==> src/lac_pkg.sv <==
`default_nettype none
package lac_pkg;
    localparam int unsigned DATA_W = 16;
    localparam int unsigned ADDR_W = 8;
    localparam int unsigned EVENT_N = 15;
    localparam int unsigned CALC_W = 18;

    // word offsets on the register port
    localparam logic [7:0] OFS_ALARM_TYPE = 8'h5a;
    localparam logic [7:0] OFS_ALARM_MODE = 8'h5b;
    localparam logic [7:0] OFS_ALARM_ROUTE = 8'h5c;
    localparam logic [7:0] OFS_ALARM_HIGH = 8'h5d;
    localparam logic [7:0] OFS_ALARM_LOW = 8'h5e;
    localparam logic [7:0] OFS_ALARM_HYST = 8'h5f;
    localparam logic [7:0] OFS_L4_TARGET = 8'h60;
    localparam logic [7:0] OFS_L4_MEASURED = 8'h61;
    localparam logic [7:0] OFS_L4_PERCENT = 8'h62;
    localparam logic [7:0] OFS_L4_TUNE = 8'h63;
    localparam logic [7:0] OFS_ALARM_STATUS = 8'h80;

    // alarm mode bit positions
    localparam int unsigned MODE_LATCH_BIT = 1;
    localparam int unsigned MODE_OPEN_BIT = 2;
    localparam int unsigned MODE_AUDIBLE_BIT = 5;
    localparam int unsigned MODE_SHUTDOWN_BIT = 6;

    // alarm status bit positions; writing 1 to the clear bit clears a latch
    localparam int unsigned STAT_ACTIVE_BIT = 0;
    localparam int unsigned STAT_COND_BIT = 1;
    localparam int unsigned STAT_CLEAR_BIT = 0;
    localparam int unsigned HYST_SIGN_BIT = 15;

    // autotune codes
    localparam logic [15:0] TUNE_OFF = 16'h0000;
    localparam logic [15:0] TUNE_INIT = 16'h0001;
    localparam logic [15:0] TUNE_ACTIVE = 16'h0002;
    localparam logic [15:0] TUNE_TERM = 16'h0004;

    // values after reset
    localparam logic [15:0] RST_WORD = 16'h0000;
    localparam logic [15:0] RST_TUNE = 16'h0000;

    typedef enum logic [2:0] {
        ATYPE_OFF = 3'h0,
        ATYPE_PROC_HIGH = 3'h1,
        ATYPE_PROC_LOW = 3'h2,
        ATYPE_PROC_BOTH = 3'h3,
        ATYPE_DEV_HIGH = 3'h4,
        ATYPE_DEV_LOW = 3'h5,
        ATYPE_DEV_BOTH = 3'h6
    } lac_atype_t;
endpackage
`default_nettype wire

==> src/lac_loop_alarm_config_regs.sv <==
// Chosen here: the strobed register port.
`timescale 1ns/1ns
`default_nettype none
// Functional notes
// - mode bit 1 set latches alarm until cleared; clear lets it self clear
// - mode bit 2 set opens assigned output on alarm; clear closes it
// - mode bit 5 enables the audible alarm while the alarm is active
// - mode bit 6 shuts the chamber down while the alarm is active
// - only mode bits 1, 2, 5, 6 act; other bits are stored only
// - alarm type picks off, process high/low/both, deviation high/low/both
// - route bits 0 to 14 each enable one event output, bit 15 is stored only; zero routes nowhere
// - high and low alarm setpoints are signed 16-bit tenths
// - hysteresis holds 0 to 32767 tenths only
// - loop 4 process value is read-only, tenths, unchanged by writes
// - loop 4 output percent is read-only, signed hundredths of a percent
// - autotune word reports off or active and takes start or stop requests
// - autotune codes: 0 off, 1 initiate, 2 active, 4 terminate
module lac_loop_alarm_config_regs #(
    parameter int unsigned EVENT_N = lac_pkg::EVENT_N
) (
    input wire logic mclk_in,
    input wire logic nrst_in,
    input wire logic [lac_pkg::ADDR_W-1:0] addr_in,
    input wire logic [lac_pkg::DATA_W-1:0] wdata_in,
    input wire logic wr_in,
    input wire logic rd_in,
    input wire logic [lac_pkg::DATA_W-1:0] loop3_measured_in,
    input wire logic [lac_pkg::DATA_W-1:0] loop3_target_in,
    input wire logic [lac_pkg::DATA_W-1:0] loop4_measured_in,
    input wire logic [lac_pkg::DATA_W-1:0] loop4_percent_in,
    input wire logic tune_active_in,
    output logic [lac_pkg::DATA_W-1:0] rdata_out,
    output logic [EVENT_N-1:0] event_out,
    output logic alarm_out,
    output logic audible_out,
    output logic shutdown_out,
    output logic loop4_target_out_unused_out,
    output logic [lac_pkg::DATA_W-1:0] loop4_target_out,
    output logic tune_start_out,
    output logic tune_stop_out
);
    typedef struct packed {
        logic [15:0] atype;
        logic [15:0] mode;
        logic [15:0] route;
        logic [15:0] high;
        logic [15:0] low;
        logic [15:0] hyst;
        logic [15:0] target;
        logic [15:0] measured;
        logic [15:0] percent;
        logic [15:0] tune;
        logic tune_prev;
        logic cond_high;
        logic cond_low;
        logic alarm;
        logic [EVENT_N-1:0] events;
        logic audible;
        logic shutdown;
        logic tune_start;
        logic tune_stop;
        logic [15:0] rdata;
    } lac_state_t;

    lac_state_t st_reg;
    lac_state_t st_next;

    function automatic logic hit(input logic [lac_pkg::ADDR_W-1:0] a, input logic [7:0] ofs);
        hit = (a == ofs);
    endfunction

    function automatic logic [lac_pkg::CALC_W-1:0] sext(input logic [15:0] v);
        sext = {{(lac_pkg::CALC_W-16){v[15]}}, v};
    endfunction

    logic [lac_pkg::CALC_W-1:0] proc_val;
    logic [lac_pkg::CALC_W-1:0] dev_val;
    logic [lac_pkg::CALC_W-1:0] cmp_val;
    logic [lac_pkg::CALC_W-1:0] hi_lim;
    logic [lac_pkg::CALC_W-1:0] lo_lim;
    logic [lac_pkg::CALC_W-1:0] hy_val;
    logic use_high;
    logic use_low;
    logic is_dev;
    logic cond;
    logic clr;
    logic alarm_sense;

    always_comb begin
        st_next = st_reg;
        // measured and percent words track the loop, never the bus
        st_next.measured = loop4_measured_in;
        st_next.percent = loop4_percent_in;
        st_next.tune_prev = tune_active_in;
        st_next.tune_start = 1'b0;
        st_next.tune_stop = 1'b0;
        st_next.rdata = lac_pkg::RST_WORD;
        clr = 1'b0;

        if (wr_in) begin
            if (hit(addr_in, lac_pkg::OFS_ALARM_TYPE)) begin
                st_next.atype = wdata_in;
            end
            if (hit(addr_in, lac_pkg::OFS_ALARM_MODE)) begin
                st_next.mode = wdata_in;
            end
            if (hit(addr_in, lac_pkg::OFS_ALARM_ROUTE)) begin
                st_next.route = wdata_in;
            end
            if (hit(addr_in, lac_pkg::OFS_ALARM_HIGH)) begin
                st_next.high = wdata_in;
            end
            if (hit(addr_in, lac_pkg::OFS_ALARM_LOW)) begin
                st_next.low = wdata_in;
            end
            if (hit(addr_in, lac_pkg::OFS_ALARM_HYST)) begin
                // a negative write is clamped to zero so the band never inverts
                st_next.hyst = wdata_in[lac_pkg::HYST_SIGN_BIT] ? lac_pkg::RST_WORD : wdata_in;
            end
            if (hit(addr_in, lac_pkg::OFS_L4_TARGET)) begin
                st_next.target = wdata_in;
            end
            if (hit(addr_in, lac_pkg::OFS_L4_TUNE)) begin
                st_next.tune = wdata_in;
                st_next.tune_start = (wdata_in == lac_pkg::TUNE_INIT);
                st_next.tune_stop = (wdata_in == lac_pkg::TUNE_TERM);
            end
            if (hit(addr_in, lac_pkg::OFS_ALARM_STATUS)) begin
                clr = wdata_in[lac_pkg::STAT_CLEAR_BIT];
            end
        end

        // autotune status follows the loop's own state changes
        if (tune_active_in && !st_reg.tune_prev) begin
            st_next.tune = lac_pkg::TUNE_ACTIVE;
        end else if (!tune_active_in && st_reg.tune_prev) begin
            st_next.tune = lac_pkg::TUNE_OFF;
        end

        // alarm detection in 18 bits so deviation and hysteresis cannot overflow
        proc_val = sext(loop3_measured_in);
        dev_val = proc_val - sext(loop3_target_in);
        hi_lim = sext(st_reg.high);
        lo_lim = sext(st_reg.low);
        hy_val = {2'b00, st_reg.hyst};
        use_high = 1'b0;
        use_low = 1'b0;
        is_dev = 1'b0;
        unique case (st_reg.atype[2:0])
            lac_pkg::ATYPE_OFF: begin
            end
            lac_pkg::ATYPE_PROC_HIGH: use_high = 1'b1;
            lac_pkg::ATYPE_PROC_LOW: use_low = 1'b1;
            lac_pkg::ATYPE_PROC_BOTH: begin
                use_high = 1'b1;
                use_low = 1'b1;
            end
            lac_pkg::ATYPE_DEV_HIGH: begin
                use_high = 1'b1;
                is_dev = 1'b1;
            end
            lac_pkg::ATYPE_DEV_LOW: begin
                use_low = 1'b1;
                is_dev = 1'b1;
            end
            lac_pkg::ATYPE_DEV_BOTH: begin
                use_high = 1'b1;
                use_low = 1'b1;
                is_dev = 1'b1;
            end
            default: begin
            end
        endcase
        // codes above six, or any upper bit set, read as alarm off
        if (st_reg.atype[15:3] != 13'h0000) begin
            use_high = 1'b0;
            use_low = 1'b0;
        end
        cmp_val = is_dev ? dev_val : proc_val;

        if (st_reg.cond_high) begin
            st_next.cond_high = use_high && ($signed(cmp_val) > $signed(hi_lim - hy_val));
        end else begin
            st_next.cond_high = use_high && ($signed(cmp_val) > $signed(hi_lim));
        end
        if (st_reg.cond_low) begin
            st_next.cond_low = use_low && ($signed(cmp_val) < $signed(lo_lim + hy_val));
        end else begin
            st_next.cond_low = use_low && ($signed(cmp_val) < $signed(lo_lim));
        end
        cond = st_next.cond_high | st_next.cond_low;

        // a condition present in the clearing cycle keeps the latch set
        if (st_reg.mode[lac_pkg::MODE_LATCH_BIT]) begin
            st_next.alarm = cond | (st_reg.alarm & ~clr);
        end else begin
            st_next.alarm = cond;
        end

        alarm_sense = st_reg.mode[lac_pkg::MODE_OPEN_BIT] ? ~st_next.alarm : st_next.alarm;
        for (int i = 0; i < EVENT_N; i++) begin
            st_next.events[i] = st_reg.route[i] & alarm_sense;
        end
        st_next.audible = st_next.alarm & st_reg.mode[lac_pkg::MODE_AUDIBLE_BIT];
        st_next.shutdown = st_next.alarm & st_reg.mode[lac_pkg::MODE_SHUTDOWN_BIT];

        if (rd_in) begin
            if (hit(addr_in, lac_pkg::OFS_ALARM_TYPE)) begin
                st_next.rdata = st_reg.atype;
            end
            if (hit(addr_in, lac_pkg::OFS_ALARM_MODE)) begin
                st_next.rdata = st_reg.mode;
            end
            if (hit(addr_in, lac_pkg::OFS_ALARM_ROUTE)) begin
                st_next.rdata = st_reg.route;
            end
            if (hit(addr_in, lac_pkg::OFS_ALARM_HIGH)) begin
                st_next.rdata = st_reg.high;
            end
            if (hit(addr_in, lac_pkg::OFS_ALARM_LOW)) begin
                st_next.rdata = st_reg.low;
            end
            if (hit(addr_in, lac_pkg::OFS_ALARM_HYST)) begin
                st_next.rdata = st_reg.hyst;
            end
            if (hit(addr_in, lac_pkg::OFS_L4_TARGET)) begin
                st_next.rdata = st_reg.target;
            end
            if (hit(addr_in, lac_pkg::OFS_L4_MEASURED)) begin
                st_next.rdata = st_reg.measured;
            end
            if (hit(addr_in, lac_pkg::OFS_L4_PERCENT)) begin
                st_next.rdata = st_reg.percent;
            end
            if (hit(addr_in, lac_pkg::OFS_L4_TUNE)) begin
                st_next.rdata = st_reg.tune;
            end
            if (hit(addr_in, lac_pkg::OFS_ALARM_STATUS)) begin
                st_next.rdata[lac_pkg::STAT_ACTIVE_BIT] = st_reg.alarm;
                st_next.rdata[lac_pkg::STAT_COND_BIT] = st_reg.cond_high | st_reg.cond_low;
            end
        end
    end

    always_ff @(posedge mclk_in or negedge nrst_in) begin
        if (!nrst_in) begin
            st_reg <= '0;
            st_reg.tune <= lac_pkg::RST_TUNE;
        end else begin
            st_reg <= st_next;
        end
    end

    assign rdata_out = st_reg.rdata;
    assign event_out = st_reg.events;
    assign alarm_out = st_reg.alarm;
    assign audible_out = st_reg.audible;
    assign shutdown_out = st_reg.shutdown;
    assign loop4_target_out = st_reg.target;
    assign loop4_target_out_unused_out = st_reg.tune_prev;
    assign tune_start_out = st_reg.tune_start;
    assign tune_stop_out = st_reg.tune_stop;
endmodule
`default_nettype wire

==> config.mk <==
export PLATFORM = sky130hd
export DESIGN_NAME = lac_loop_alarm_config_regs
export DESIGN_NICKNAME = d
export VERILOG_FILES = /design/src/lac_pkg.sv /design/src/lac_loop_alarm_config_regs.sv
export SDC_FILE = /design/constraint.sdc
export NUM_CORES = 1
export LEC_CHECK = 0
export BUFFER_PORTS_ARGS = -buffer_cell sky130_fd_sc_hd__buf_4
export CAP_MARGIN = 25
export CELL_PAD_IN_SITES_DETAIL_PLACEMENT = 1
export CELL_PAD_IN_SITES_GLOBAL_PLACEMENT = 1
export CORE_AREA = 2 2 163 165
export CTS_BUF_LIST = sky130_fd_sc_hd__clkbuf_2 sky130_fd_sc_hd__clkbuf_4 sky130_fd_sc_hd__clkbuf_8
export CTS_CLUSTER_SIZE = 8
export DETAILED_ROUTE_END_ITERATION = 8
export DIE_AREA = 0 0 165 167
export PLACE_DENSITY = 0.89
export REMOVE_ABC_BUFFERS = 1
export SYNTH_ARGS = -nofsm -noshare
export SYNTH_HDL_FRONTEND = slang
export SYNTH_SLANG_ARGS = --single-unit
==> constraint.sdc <==
create_clock -name mclk_in -period 7.7 [get_ports mclk_in]
set_input_delay 2.31 -clock mclk_in [delete_from_list [all_inputs] [get_ports mclk_in]]
set_output_delay 2.31 -clock mclk_in [all_outputs]
set_load 0.005 [all_outputs]
After elaboration in Yosys (flattened, before gate mapping):

Index checks and enable logic that the tools add are counted.

* flip-flop bits (word level): 199
* output and inout bits: 53
* word-level logic and storage cells: 122

* add/subtract/negate cells: 3
* $lt $le $gt $ge: 4
* eq/ne operators: 19
* muxes and demuxes: 31
* bitwise operators: 23
* reduce and logical (&&, ||, !) cells: 22

Operators with widths (number)
* two-way mux 16 bit: 15
* equality test 8 x 7 -> 1 bit (second input constant): 10
* adder 16 x 17 -> 18 bit: 1
* bitwise AND 1 bit: 18
* greater-than comparator 18 x 16 -> 1 bit: 1
* greater-than comparator 18 bit: 1
* less-than comparator 18 x 16 -> 1 bit: 1
* less-than comparator 18 bit: 1
* two-way mux 18 bit: 1
* subtractor 16 x 17 -> 18 bit: 1
* subtractor 16 x 16 -> 17 bit: 1
* equality test 16 x 1 -> 1 bit (second input constant): 1
* equality test 16 x 3 -> 1 bit (second input constant): 1
* AND reduction 2 bit: 8
* two-way mux 15 bit: 1
* nonzero test 13 bit: 1
* two-way mux 1 bit: 11
* equality test 3 bit (second input constant): 3
* equality test 8 bit (second input constant): 1
* OR reduction 4 bit: 2
* equality test 3 x 2 -> 1 bit (second input constant): 2
* logical AND 1 bit: 6
* two-way mux 2 bit: 3
* nonzero test 3 bit: 2
* other kinds (5): 9

Depth between registers and ports, before layout:

* depth after elaboration: 13
* mapped depth: 24
* mapped depth without buffers: 21

Worst setup path before layout:

No wires, ideal clock.

* path kind: input to register
* start point: input port loop3_measured_in[0] in the netlist's numbering
* end point: register st_reg, in the netlist event_out[0]
* data arrival time: 6.317 ns
* required time: 7.621 ns
* slack: 1.304 ns
* stages: 20
* buffers on the path: 2
* cells stage by stage: inv_1 -> ha_1 -> fa_1 -> nand2b_1 -> a21oi_2 -> nor2b_1 -> o21ai_0 -> xnor2_1 -> o21ai_0 -> ha_1 -> a2111oi_0 -> a211o_1 -> maj3_2 -> maj3_2 -> a2111oi_2 -> nor3_1 -> a311oi_2 -> buf_6 -> buf_12 -> mux2i_1

RTL lines
* start: declaration: line lac_loop_alarm_config_regs.sv:27 `input wire logic [lac_pkg::DATA_W-1:0] loop3_measured_in,`
* end signal: assignment: line lac_loop_alarm_config_regs.sv:250 `st_reg <= st_next;`
* end: declaration: line lac_loop_alarm_config_regs.sv:65 `lac_state_t st_reg;`

==> impl_metrics.ini <==
[outcome]
status = finished, final reports clean

[job]
maxCapViolCount = 0

[cts]
post_cts_buffers = 0
root_buffer = clkbuf_8
clock-sinks = 198
cts_resized = 0
cts_buffers = 17
path_clk_slew_ns = 0.10
h-tree-depth = 4
clock_path_buffers = 2
tritoncts = yes
hold_buffers = 0
clk-insertion-delay-late_ns = 0.48

[grt]
grt_start_max_net_pins = 89
grt_pass1_wl_mm = 64.8
grt-ovfl-total = 0
grtUsageTotal_pct = 30.7
grt_pass1_vias = 11636
antenna_found_initial = 0

[timing]
hold_viol = 0
fin_crit_ns = 6.95
fin_ws_ns = 0.748
max_slew.worst_pin.slew_ns = 1.03
rsz0062_at_grt = false
setup_viol = 0
drv_slew = 0
slew_headroom_pct = 31.1
period_share_pct = 90.3
fmaxAchievable_mhz = 144
fin_worst_skew_ns = 0.0215
tns_ns = 0
holdWs_ns = 0.526

[critical_path]
worstPathMaxFanout = 11
critPathLaunchType = primary input
required_ns = 8.09
timing.critical_path.from = loop3_measured_in[8]
path_class = primary input to flop
reg2reg_from = lo_lim[1]
end_kind = flop
r2r-end = event_out[0]
rrSetupSlack_ns = 2.43
arrival_ns = 7.34
ff2ff_path_depth = 21

[synthesis]
synth.top_cells.by_area = dfrtp_1 (39%), ha_1 (10%), mux2_2 (8.8%), o21ai_0 (3.2%), nand2_1 (2.9%)
synthCells = 1286
async_flop_share_pct = 100
synth_top_area_share_pct = 39.0
synth_seq_area_share_pct = 39.0
synthDistinctLibCells = 80
synth_flop_cell = dfrtp_1
ys_ff_latch = 198
yosys_warnings = 0
yosysTopAreaCell = dfrtp_1
synth.avg_cell_area_um2 = 9.89
synth_edf_count = 0
syn_area_um2 = 12700

[min_path]
holdCritPathClass = flop to flop
worstHoldStart = st_reg[179]
hold_end = st_reg[179]
worstHoldPathCells = 1

[routing]
wl_per_cell_um = 24.2
ant_nets = 0
drc = 0
viasPerCell = 6.32
totalWireLength_mm = 41.8
dr.first_iter.drc_count = 883
first_pass_iters = 6
via_count = 10903

[placed_design]
port_buffers = 145
dp_hpwl_mm = 30.5
post-place-ws_ns = 0.342
place_congestion = 0.898

[power_and_ir_drop]
leakage_nw = 6.85
ir_worst_vdd_mv = 0.136
power_density_nw_per_um2 = 167
power.total_w = 0.00239

[cells_and_area]
nets = 1576
antennaDiodeCount = 0
largest_reg_flops = 98
drive_above_1_share_pct = 23.3
area_growth_pct = 12.6
fillers = 2877

[floorplan]
initial_utilization_pct = 49.4
num_rows = 59
die_y_um = 167
die-area_um2 = 27600
die_x_um = 165
coreArea_um2 = 25800
ios = 146
-- cells by family after synthesis --
kind of cell / Yosys count / share of synthesized area, %
multiplexers: 120 / 10.4
adder cells (fa/ha/maj): 109 / 10.8
AND/OR/NAND/NOR: 309 / 12.1
flip-flops: 198 / 39.0
XOR/XNOR: 48 / 3.37
AO/OA/AOI/OAI: 320 / 17.3
buffers and inverters: 182 / 6.98
-- layer usage --
layer / wire, um / share of wire (%) / vias to the layer above / GRT usage [%]
met5: 0 / 0 / - / 0
met3: 2630 / 6.3 / 137 / 4.11
li1: - / - / 4768 / -
met2: 20900 / 50 / 532 / 53.5
met4: 1800 / 4.3 / 0 / 13.4
met1: 16500 / 39 / 5466 / 37.6
-- worst max-delay path by stage --
stage	to	cells past startpoint
2_1_floorplan	event_out[0]	18
3_3_place_gp	event_out[5]	21
3_5_place_dp	event_out[0]	21
4_1_cts	event_out[0]	21
5_1_grt	event_out[0]	21
6_report	event_out[0]	21
-- synthesized netlist by cell type, types with 21 or more instances --
master / n
dfrtp_1: 198
ha_1: 102
mux2_2: 99
nand2_1: 99
inv_1: 86
o21ai_0: 82
a21oi_1: 68
nor2_1: 63
buf_4: 47
nand2b_1: 46
clkbuf_1: 42
a21o_1: 24
xnor2_1: 24
xor2_1: 23
a221oi_1: 22
mux2i_1: 21
-- critical path, cell delays in order --
cell,delay (ns)
buf_4,0.11
ha_1,0.38
a211oi_1,0.51
o21bai_1,0.15
o311a_1,0.34
o21a_1,0.22
o21ai_0,0.18
nand2b_1,0.10
xnor2_1,0.12
o21ai_0,0.56
ha_1,0.37
nand2_1,0.09
o21ai_0,0.08
a2111oi_0,0.36
o21ai_0,0.13
o311ai_0,0.14
a311oi_2,0.17
a311oi_4,0.24
buf_4,0.24
buf_4,0.27
mux2i_1,0.23
-- area by class of cell --
cell class	instances	area [um^2]	share of cell area, %
repair buffers	168	1290	9.04
clock buffers	18	241	1.69
clock inverters	14	185	1.29
well taps	335	419	2.93
flip-flops and latches	198	4950	34.6
inverters	87	327	2.28
multi-input cells	906	6900	48.2
-- stage by stage --
stage	std cells	utilization, %	instance area (um^2)
after floorplan	1191	-	12200
final	1726	55.6	14300
after global placement	1692	53.8	13900
after global routing	1726	55.6	14300
after detailed placement	1692	53.8	13900
after CTS	1724	55.4	14300
-- placed cells by master (no fill, tap or decap), types with 7 or more instances in the layout --
cell type and n:
a211oi_1 8, dfrtp_1 198, o211ai_1 8, nor2b_1 11, nand4_1 11, a22o_1 15, nor2_1 63, or3_1 7
a21oi_1 68, ha_1 102, nand3_1 20, a31oi_1 8, a22oi_1 17, nor3_1 10, buf_4 165, xor2_1 23
a21o_1 24, nand2_1 99, mux2i_1 21, clkbuf_8 18, xnor2_1 24, a221oi_1 22, mux2_2 99, nand2b_1 46
nor4_1 9, o21ai_0 82, inv_1 86
-- report_power, final --
part | switching [W] | total [W] | internal, W
combinational | 0.000315 | 0.000554 | 0.000239
clock | 0.000411 | 0.000719 | 0.000308
sequential | 0.0000434 | 0.00112 | 0.00108
total | 0.000769 | 0.00239 | 0.00162
No activity file was read; power rests on OpenSTA's default activity.
